==> src/io_line_pkg.sv <==
// Constants for the upper register group of the 32-line I/O controller.
// Assumes a 32-bit AXI4-Lite slave with byte addresses taken from the low address bits.
package io_line_pkg;
    // ==========================================================================
    // Register byte offsets
    // ==========================================================================
    localparam logic [7:0] OFF_CHANGE_IRQ_ENABLE = 8'h00;
    localparam logic [7:0] OFF_CHANGE_IRQ_DISABLE = 8'h04;
    localparam logic [7:0] OFF_CHANGE_IRQ_MASK_STATUS = 8'h08;
    localparam logic [7:0] OFF_CHANGE_IRQ_STATUS = 8'h0C;
    localparam logic [7:0] OFF_OPEN_DRAIN_ENABLE = 8'h10;
    localparam logic [7:0] OFF_OPEN_DRAIN_DISABLE = 8'h14;
    localparam logic [7:0] OFF_OPEN_DRAIN_STATUS = 8'h18;
    localparam logic [7:0] OFF_PULLUP_DISABLE = 8'h20;
    localparam logic [7:0] OFF_PULLUP_ENABLE = 8'h24;
    localparam logic [7:0] OFF_PULLUP_STATUS = 8'h28;
    localparam logic [7:0] OFF_FUNCTION_A_SELECT = 8'h30;
    localparam logic [7:0] OFF_FUNCTION_B_SELECT = 8'h34;
    localparam logic [7:0] OFF_FUNCTION_SELECT_STATUS = 8'h38;
    localparam logic [7:0] OFF_DIRECT_WRITE_ENABLE = 8'h40;
    localparam logic [7:0] OFF_DIRECT_WRITE_DISABLE = 8'h44;
    localparam logic [7:0] OFF_DIRECT_WRITE_STATUS = 8'h48;
    localparam logic [7:0] OFF_OUTPUT_LEVEL_VALUE = 8'h50;

    // ==========================================================================
    // Values after reset and bus answers
    // ==========================================================================
    localparam logic [31:0] RST_MASK = 32'h0000_0000;
    localparam logic [31:0] RST_CHANGE = 32'h0000_0000;
    localparam logic [31:0] RST_OPEN_DRAIN = 32'h0000_0000;
    localparam logic [31:0] RST_PULLUP_OFF = 32'h0000_0000;
    localparam logic [31:0] RST_FUNC_B = 32'h0000_0000;
    localparam logic [31:0] RST_DIRECT_WRITE = 32'h0000_0000;
    localparam logic [31:0] RST_OUTPUT_LEVEL = 32'h0000_0000;
    localparam logic [1:0] RESP_OKAY = 2'h0;
    localparam logic [1:0] RESP_SLVERR = 2'h2;
endpackage

==> src/pin_change_sync.sv <==
// Two-flop synchroniser for the pin levels plus a change detector per line.
// Assumes the pins are asynchronous to clock; only the second stage and later are read.
module pin_change_sync
    import io_line_pkg::*;
#(
    parameter int WIDTH = 32
) (
    input wire logic clock,
    input wire logic reset_n,
    input wire logic [WIDTH-1:0] pinLevel,
    output logic [WIDTH-1:0] syncLevel,
    output logic [WIDTH-1:0] levelChange
);
    // ==========================================================================
    // Synchroniser and previous-level stage
    // ==========================================================================
    logic [WIDTH-1:0] meta_reg;
    logic [WIDTH-1:0] stable_reg;
    logic [WIDTH-1:0] prev_reg;

    // The first stage feeds only the second, so metastability cannot reach the detector.
    always_ff @(posedge clock or negedge reset_n) begin
        if (!reset_n) begin
            meta_reg <= '0;
            stable_reg <= '0;
            prev_reg <= '0;
        end else begin
            meta_reg <= pinLevel;
            stable_reg <= meta_reg;
            prev_reg <= stable_reg;
        end
    end

    // A change is any difference between two successive settled samples.
    assign syncLevel = stable_reg;
    assign levelChange = stable_reg ^ prev_reg;
endmodule // pin_change_sync

==> src/io_line_controller_upper_regs.sv <==
// Upper register group of a 32-line I/O controller: change interrupt, open drain,
// pull-up, function select and direct-write gating, behind an AXI4-Lite slave.
// Assumes pin inputs are asynchronous; PIO enable, output enable and peripheral
// drive come from same-clock logic elsewhere.
// Contract
// Mask status reads back which lines have change interrupt enabled.
// A detected level change sets the line's status bit, held until cleared.
// Reading change status or reset clears all status bits.
// Writing 1 to open drain enable turns open drain on; 0 no effect.
// Writing 1 to open drain disable turns open drain off; 0 no effect.
// Open-drain lines only drive low, released instead of high.
// Push-pull lines drive both levels from the output data.
// Writing 1 to pull-up disable switches pull-up off; 0 no effect.
// Writing 1 to pull-up enable switches pull-up on; 0 no effect.
// Pull-up status reads 0 when enabled, 1 when disabled.
// Writing 1 to function A select routes line to function A.
// Writing 1 to function B select routes line to function B.
// Function select status reads 0 for A, 1 for B.
// Writing 1 to direct write enable lets output data writes reach line.
// Writing 1 to direct write disable blocks output data writes for line.
// Direct write status reads 1 where output data writes take effect.
// Mask set by interrupt enable write, cleared by interrupt disable write.
// Output data holds the level to drive: 1 high, 0 low.
// Interrupt output high while any line has status and mask both set.
// A set arriving with a clear in the same cycle wins.
//
// The placing of the registers and the AXI4-Lite register port were chosen for this implementation.
module io_line_controller_upper_regs
    import io_line_pkg::*;
#(
    parameter int LINES = 32
) (
    input wire logic clock,
    input wire logic reset_n,
    input wire logic [7:0] s_axi_awaddr,
    input wire logic s_axi_awvalid,
    output logic s_axi_awready,
    input wire logic [31:0] s_axi_wdata,
    input wire logic [3:0] s_axi_wstrb,
    input wire logic s_axi_wvalid,
    output logic s_axi_wready,
    output logic [1:0] s_axi_bresp,
    output logic s_axi_bvalid,
    input wire logic s_axi_bready,
    input wire logic [7:0] s_axi_araddr,
    input wire logic s_axi_arvalid,
    output logic s_axi_arready,
    output logic [31:0] s_axi_rdata,
    output logic [1:0] s_axi_rresp,
    output logic s_axi_rvalid,
    input wire logic s_axi_rready,
    input wire logic [LINES-1:0] pinIn,
    output logic [LINES-1:0] pinOut,
    output logic [LINES-1:0] pinOutEn,
    output logic [LINES-1:0] pullupOn,
    output logic [LINES-1:0] lineLevel,
    input wire logic [LINES-1:0] pioEnable,
    input wire logic [LINES-1:0] pioOutputEnable,
    input wire logic [LINES-1:0] funcAData,
    input wire logic [LINES-1:0] funcAOutEn,
    input wire logic [LINES-1:0] funcBData,
    input wire logic [LINES-1:0] funcBOutEn,
    output logic changeIrq
);
    // ==========================================================================
    // State
    // ==========================================================================
    logic [LINES-1:0] mask_reg;
    logic [LINES-1:0] change_reg;
    logic [LINES-1:0] change_next;
    logic [LINES-1:0] openDrain_reg;
    logic [LINES-1:0] pullupOff_reg;
    logic [LINES-1:0] funcB_reg;
    logic [LINES-1:0] directWrite_reg;
    logic [LINES-1:0] outLevel_reg;
    logic [LINES-1:0] levelChange;
    logic [LINES-1:0] padData;
    logic [LINES-1:0] padEn;
    logic awHeld_reg;
    logic wHeld_reg;
    logic [7:0] awAddr_reg;
    logic [31:0] wData_reg;
    logic [3:0] wStrb_reg;
    logic bValid_reg;
    logic [1:0] bResp_reg;
    logic rValid_reg;
    logic [31:0] rData_reg;
    logic [1:0] rResp_reg;
    logic irq_reg;
    logic [LINES-1:0] pinOut_reg;
    logic [LINES-1:0] pinOutEn_reg;
    logic writeDo;
    logic readDo;
    logic [LINES-1:0] wBits;
    logic readClear;
    logic [31:0] rdValue;
    logic rdHit;
    logic wrHit;

    // ==========================================================================
    // Pin synchroniser
    // ==========================================================================
    pin_change_sync #(.WIDTH(LINES)) pinSync (
        .clock(clock),
        .reset_n(reset_n),
        .pinLevel(pinIn),
        .syncLevel(lineLevel),
        .levelChange(levelChange)
    );

    // ==========================================================================
    // AXI4-Lite write channel
    // ==========================================================================
    // One write is held at a time; address and data may arrive in either order.
    assign s_axi_awready = !awHeld_reg;
    assign s_axi_wready = !wHeld_reg;
    assign writeDo = awHeld_reg && wHeld_reg && !bValid_reg;
    assign s_axi_bvalid = bValid_reg;
    assign s_axi_bresp = bResp_reg;

    // Write bits with byte strobes applied, so an unstrobed lane has no effect.
    always_comb begin
        wBits = '0;
        for (int b = 0; b < 4; b++) begin
            if (wStrb_reg[b]) begin
                wBits[b*8 +: 8] = wData_reg[b*8 +: 8];
            end
        end
    end

    // Capture address and data, then answer once both are in.
    always_ff @(posedge clock or negedge reset_n) begin
        if (!reset_n) begin
            awHeld_reg <= 1'b0;
            wHeld_reg <= 1'b0;
            awAddr_reg <= 8'h00;
            wData_reg <= 32'h0000_0000;
            wStrb_reg <= 4'h0;
            bValid_reg <= 1'b0;
            bResp_reg <= RESP_OKAY;
        end else begin
            if (s_axi_awvalid && s_axi_awready) begin
                awHeld_reg <= 1'b1;
                awAddr_reg <= s_axi_awaddr;
            end
            if (s_axi_wvalid && s_axi_wready) begin
                wHeld_reg <= 1'b1;
                wData_reg <= s_axi_wdata;
                wStrb_reg <= s_axi_wstrb;
            end
            if (writeDo) begin
                awHeld_reg <= 1'b0;
                wHeld_reg <= 1'b0;
                bValid_reg <= 1'b1;
                bResp_reg <= wrHit ? RESP_OKAY : RESP_SLVERR;
            end else if (bValid_reg && s_axi_bready) begin
                bValid_reg <= 1'b0;
            end
        end
    end

    // Writable offsets; status registers ignore writes but still answer OKAY.
    always_comb begin
        unique case ({awAddr_reg[7:2], 2'b00})
            OFF_CHANGE_IRQ_ENABLE, OFF_CHANGE_IRQ_DISABLE, OFF_CHANGE_IRQ_MASK_STATUS,
            OFF_CHANGE_IRQ_STATUS, OFF_OPEN_DRAIN_ENABLE, OFF_OPEN_DRAIN_DISABLE,
            OFF_OPEN_DRAIN_STATUS, OFF_PULLUP_DISABLE, OFF_PULLUP_ENABLE, OFF_PULLUP_STATUS,
            OFF_FUNCTION_A_SELECT, OFF_FUNCTION_B_SELECT, OFF_FUNCTION_SELECT_STATUS,
            OFF_DIRECT_WRITE_ENABLE, OFF_DIRECT_WRITE_DISABLE, OFF_DIRECT_WRITE_STATUS,
            OFF_OUTPUT_LEVEL_VALUE: wrHit = 1'b1;
            default: wrHit = 1'b0;
        endcase
    end

    // ==========================================================================
    // Configuration registers
    // ==========================================================================
    // Each set/clear pair updates only the lines written with 1.
    always_ff @(posedge clock or negedge reset_n) begin
        if (!reset_n) begin
            mask_reg <= RST_MASK;
            openDrain_reg <= RST_OPEN_DRAIN;
            pullupOff_reg <= RST_PULLUP_OFF;
            funcB_reg <= RST_FUNC_B;
            directWrite_reg <= RST_DIRECT_WRITE;
            outLevel_reg <= RST_OUTPUT_LEVEL;
        end else if (writeDo) begin
            unique case ({awAddr_reg[7:2], 2'b00})
                // mask set and clear
                OFF_CHANGE_IRQ_ENABLE: mask_reg <= mask_reg | wBits;
                OFF_CHANGE_IRQ_DISABLE: mask_reg <= mask_reg & ~wBits;
                // open drain on
                OFF_OPEN_DRAIN_ENABLE: openDrain_reg <= openDrain_reg | wBits;
                // open drain off
                OFF_OPEN_DRAIN_DISABLE: openDrain_reg <= openDrain_reg & ~wBits;
                // pull-up off
                OFF_PULLUP_DISABLE: pullupOff_reg <= pullupOff_reg | wBits;
                // pull-up on
                OFF_PULLUP_ENABLE: pullupOff_reg <= pullupOff_reg & ~wBits;
                // route to A
                OFF_FUNCTION_A_SELECT: funcB_reg <= funcB_reg & ~wBits;
                // route to B
                OFF_FUNCTION_B_SELECT: funcB_reg <= funcB_reg | wBits;
                // allow direct writes
                OFF_DIRECT_WRITE_ENABLE: directWrite_reg <= directWrite_reg | wBits;
                // block direct writes
                OFF_DIRECT_WRITE_DISABLE: directWrite_reg <= directWrite_reg & ~wBits;
                // gated output data write
                OFF_OUTPUT_LEVEL_VALUE: begin
                    outLevel_reg <= (outLevel_reg & ~(directWrite_reg & byteMask(wStrb_reg)))
                        | (wBits & directWrite_reg);
                end
                default: ;
            endcase
        end
    end

    // Expand byte strobes into a per-line mask for the output data write.
    function automatic logic [31:0] byteMask(input logic [3:0] strb);
        byteMask = {{8{strb[3]}}, {8{strb[2]}}, {8{strb[1]}}, {8{strb[0]}}};
    endfunction

    // ==========================================================================
    // Change status and interrupt
    // ==========================================================================
    assign readDo = s_axi_arvalid && s_axi_arready;
    assign readClear = readDo && ({s_axi_araddr[7:2], 2'b00} == OFF_CHANGE_IRQ_STATUS);

    // read clears status
    // new change beats the clear
    // sticky change bits
    always_comb begin
        change_next = (readClear ? '0 : change_reg) | levelChange;
    end

    always_ff @(posedge clock or negedge reset_n) begin
        if (!reset_n) begin
            change_reg <= RST_CHANGE;
        end else begin
            change_reg <= change_next;
        end
    end

    // interrupt from status and mask
    always_ff @(posedge clock or negedge reset_n) begin
        if (!reset_n) begin
            irq_reg <= 1'b0;
        end else begin
            irq_reg <= |(change_reg & mask_reg);
        end
    end
    assign changeIrq = irq_reg;

    // ==========================================================================
    // AXI4-Lite read channel
    // ==========================================================================
    assign s_axi_arready = !rValid_reg;
    assign s_axi_rvalid = rValid_reg;
    assign s_axi_rdata = rData_reg;
    assign s_axi_rresp = rResp_reg;

    // Read multiplexer; write-only registers read as zero.
    always_comb begin
        rdValue = 32'h0000_0000;
        rdHit = 1'b1;
        unique case ({s_axi_araddr[7:2], 2'b00})
            // mask readback
            OFF_CHANGE_IRQ_MASK_STATUS: rdValue = mask_reg;
            OFF_CHANGE_IRQ_STATUS: rdValue = change_reg;
            OFF_OPEN_DRAIN_STATUS: rdValue = openDrain_reg;
            // inverted pull-up status
            OFF_PULLUP_STATUS: rdValue = pullupOff_reg;
            // function select status
            OFF_FUNCTION_SELECT_STATUS: rdValue = funcB_reg;
            // direct write status
            OFF_DIRECT_WRITE_STATUS: rdValue = directWrite_reg;
            OFF_OUTPUT_LEVEL_VALUE: rdValue = outLevel_reg;
            OFF_CHANGE_IRQ_ENABLE, OFF_CHANGE_IRQ_DISABLE, OFF_OPEN_DRAIN_ENABLE,
            OFF_OPEN_DRAIN_DISABLE, OFF_PULLUP_DISABLE, OFF_PULLUP_ENABLE,
            OFF_FUNCTION_A_SELECT, OFF_FUNCTION_B_SELECT, OFF_DIRECT_WRITE_ENABLE,
            OFF_DIRECT_WRITE_DISABLE: rdValue = 32'h0000_0000;
            default: rdHit = 1'b0;
        endcase
    end

    // Data is captured on acceptance, so the status read and its clear see one value.
    always_ff @(posedge clock or negedge reset_n) begin
        if (!reset_n) begin
            rValid_reg <= 1'b0;
            rData_reg <= 32'h0000_0000;
            rResp_reg <= RESP_OKAY;
        end else if (readDo) begin
            rValid_reg <= 1'b1;
            rData_reg <= rdValue;
            rResp_reg <= rdHit ? RESP_OKAY : RESP_SLVERR;
        end else if (rValid_reg && s_axi_rready) begin
            rValid_reg <= 1'b0;
        end
    end

    // ==========================================================================
    // Pad drive
    // ==========================================================================
    // Source select: controller data when the line is under PIO, else function A or B.
    assign padData = (pioEnable & outLevel_reg) | (~pioEnable & ((funcB_reg & funcBData)
        | (~funcB_reg & funcAData)));
    assign padEn = (pioEnable & pioOutputEnable) | (~pioEnable & ((funcB_reg & funcBOutEn)
        | (~funcB_reg & funcAOutEn)));

    // open drain releases high
    // push-pull drives both levels
    always_ff @(posedge clock or negedge reset_n) begin
        if (!reset_n) begin
            pinOut_reg <= '0;
            pinOutEn_reg <= '0;
        end else begin
            pinOut_reg <= padData & ~openDrain_reg;
            pinOutEn_reg <= padEn & ~(openDrain_reg & padData);
        end
    end
    assign pinOut = pinOut_reg;
    assign pinOutEn = pinOutEn_reg;
    assign pullupOn = ~pullupOff_reg;
endmodule // io_line_controller_upper_regs

==> config.mk <==
export PLATFORM = sky130hd
export DESIGN_NAME = io_line_controller_upper_regs
export DESIGN_NICKNAME = d
export VERILOG_FILES = /design/src/io_line_pkg.sv /design/src/pin_change_sync.sv /design/src/io_line_controller_upper_regs.sv
export SDC_FILE = /design/constraint.sdc
export NUM_CORES = 1
export LEC_CHECK = 0
export BUFFER_PORTS_ARGS = -buffer_cell sky130_fd_sc_hd__buf_4
export CORE_ASPECT_RATIO = 0.5
export CORE_MARGIN = 5
export CORE_UTILIZATION = 54
export CTS_CLUSTER_DIAMETER = 30
export DETAILED_ROUTE_END_ITERATION = 10
export PLACE_DENSITY = 0.8
export SYNTH_ARGS = -nofsm -noshare
export SYNTH_HDL_FRONTEND = slang
export SYNTH_SLANG_ARGS = --single-unit
==> constraint.sdc <==
create_clock -name clock -period 2.4 [get_ports clock]
set_input_delay 0.6 -clock clock [delete_from_list [all_inputs] [get_ports clock]]
set_output_delay 0.6 -clock clock [all_outputs]
set_load 0.1 [all_outputs]
==> results.yml <==
power_and_ir_drop:
  power_leakage_nw: 11.7
  swShare: 0.409
  power.switching_mw: 11.8
  combPwrFrac: 0.329
  p_int_mw: 17.1
  power_density_nw_per_um2: 1100
  vdd_ir_drop_max_mv: 0.613
  totalPowerFinal_mw: 28.9
  pwr-share-clk: 0.291
  seqPwrFrac: 0.380
yosys:
  synth-adder-area-share: 0
  synth.avg_cell_area_sq_um: 11.3
  yosysTopAreaCell: "dfrtp_1"
  ys_seq_area_frac: 0.576
  synth.distinct_cells: 45
  synth_simple_gate_area_frac: 0.117
  netlist_area_sq_um: 20200
  synth_top_family_by_area: "compound AO/OA/AOI/OAI gates"
  ys.flop_type: "dfrtp_1"
  ys_ff_latch: 465
  synthMuxAreaShare: 0.126
  synth_warnings: 0
  synth_edf_count: 0
  synthXorXnorAreaFrac: 0.0139
  post-synth-top-count-cell: "dfrtp_1"
  synthTopCellsByCount: "465 x dfrtp_1, 165 x o21ai_0, 163 x mux2_2"
  synthTopCellsByArea: "dfrtp_1 58%, mux2_2 9.1%, o31ai_1 4.8%"
  syn_inst: 1793
  synthArstFlopShare: 1.00
  synth_compound_gate_area_share: 0.134
  synth_top_area_frac: 0.576
hold_path:
  hold_class: "in -> reg"
sta:
  slew_headroom: 0.493
  rsz0062_at_grt: "no"
  setup_violations: 0
  setup-tns-final_ps: 0
  clock_skew_ps: 14.3
  fin_crit_sh: 0.927
  period_minus_slack_ps: 2220
  tightest_slew_ps: 761
  slew_violations: 0
  hold_viol_final: 0
  max_freq_ghz: 0.450
floorplan:
  core-area_sq_um: 37200
  die_area_sq_um: 41600
  rows: 50
  die_x_microns: 284
  start_util: 0.544
  die_h_microns: 147
  io_pins: 453
layout:
  nets: 2520
  multi_input_area_sq_um: 8010
  final_layout_size_suffix_gt1_frac: 0.343
  areaGrowthSynthToFinish_pct: 29.8
  final_util: 0.706
  regArea_sq_um: 11600
  fillCellCount: 2684
setup_path:
  worstPathArrival_ps: 2650
  crit_required_ps: 2820
  end_kind: "flop"
  path_class: "reg -> reg"
  start_kind: "flop"
  cp_max_fo: 30
route:
  dr.pass1.iters: 8
  drc: 0
  vias: 16500
  drtIter0Drc: 1744
  wl_per_cell_microns: 22.7
  viasPerCell: 5.93
  drtAntennaViolNets: 0
  wirelength_microns: 63000
clock_network:
  cts-buffers-inserted: 54
  cts_tree: "yes"
  cts.sinks: 465
  htree_levels: 2
  clk_pin_slew_ps: 60
  holdBufCountCts: 1
  cts-root-buf: "clkbuf_16"
  ctsResizeCount: 0
  clockBufferDepth: 3
  cts_setup_buffers: 0
  insertion_delay_ps: 580
global_routing:
  grt_max_degree: 65
  track_usage: 0.296
  overflow: 0
  grt_pass1_wl_microns: 96700
  antenna_found_initial: 3
  grt_pass1_vias: 16500
place:
  dp_hpwl_microns: 43400
  io_buffers: 446
  place.gp.congestion: 0.899
status:
  run_status: "finished, final reports clean"
run:
  drv_cap: 0
-- cells by family after synthesis --
| family | count (synthesis) |
|---|---|
| other | 1 |
| AO/OA/AOI/OAI | 450 |
| buffers and inverters | 155 |
| AND/OR/NAND/NOR | 456 |
| flip-flops | 465 |
| XOR/XNOR | 32 |
| multiplexers | 234 |
-- cell type report --
cell class	count	share of cell area
tap	494	0.0236
sequential	465	0.443
clock inverter	35	0.0148
multi-input combinational	1174	0.305
timing repair buffer	506	0.152
clock buffer	63	0.0559
inverter	36	0.00515
antenna	2	0.000191
-- stage by stage --
step | cells | setup slack, ps | cell area [sq um] | hold WS [ps]
after global routing | 2775 | 93.3 | 26200 | 105
after floorplan | 1794 | 80.2 | 20200 | 304
after detailed placement | 2674 | 140 | 24400 | 335
after global placement | 2674 | 230 | 24400 | 331
final | 2775 | 176 | 26200 | 130
after CTS | 2773 | 195 | 26200 | 108
-- power groups by stage --
| stage | registers [mW] | logic (mW) | clock network (mW) |
|---|---|---|---|
| 5_1_grt | 11.2 | 10.0 | 8.90 |
| 2_1_floorplan | 11.9 | 5.38 | 0 |
| 4_1_cts | 11.0 | 9.48 | 8.50 |
| 3_5_place_dp | 11.1 | 9.44 | 0 |
| 3_3_place_gp | 11.0 | 9.26 | 0 |
| 6_report | 11.0 | 9.50 | 8.41 |
-- cells in the final DEF, fill, tap and decap left out, types with 31 or more instances in the layout --
cell	n
clkbuf_16	55
o21ai_0	165
mux2_2	163
nand2_1	131
nor2b_1	34
nor2_1	68
mux2i_1	64
xnor2_1	32
nand3b_1	32
buf_4	490
dfrtp_1	464
nand3_1	130
a22oi_1	48
o21ai_1	31
inv_1	36
a21oi_1	70
and4_1	32
o31ai_1	128
-- critical path, stage by stage (launching register included) --
cell,delay (ps)
dfrtp_1,420
and4bb_1,330
or4b_2,670
buf_4,300
o21ai_0,230
o31ai_1,120
-- per-layer routing --
metal | global-route usage | up-vias | part of all wire
li1 | - | 7384 | -
met1 | 0.388 | 8192 | 0.39
met2 | 0.486 | 739 | 0.48
met3 | 0.0784 | 147 | 0.089
met4 | 0.0960 | 0 | 0.036
met5 | 0 | - | 0
-- path summary, 6_finish.rpt --
check | endpoint | depth (start not counted) | from | slack (ps)
max reg2reg | flop | 5 | awAddr_reg[7]$_DFFE_PN0P_ | 180
min reg2reg | pinSync.syncLevel[17]$_DFF_PN0_ | 0 | pinSync.meta_reg[17]$_DFF_PN0_ | 350
min in group asynchronous | pinSync.syncLevel[12]$_DFF_PN0_ | 2 | reset_n | 570
min | pinSync.meta_reg[31]$_DFF_PN0_ | 1 | pinIn[31] | 130
max in group asynchronous | awAddr_reg[2]$_DFFE_PN0P_ | 3 | reset_n | 1070
max | flop | 5 | awAddr_reg[7]$_DFFE_PN0P_ | 180
Power figures use the tool's default switching activity.
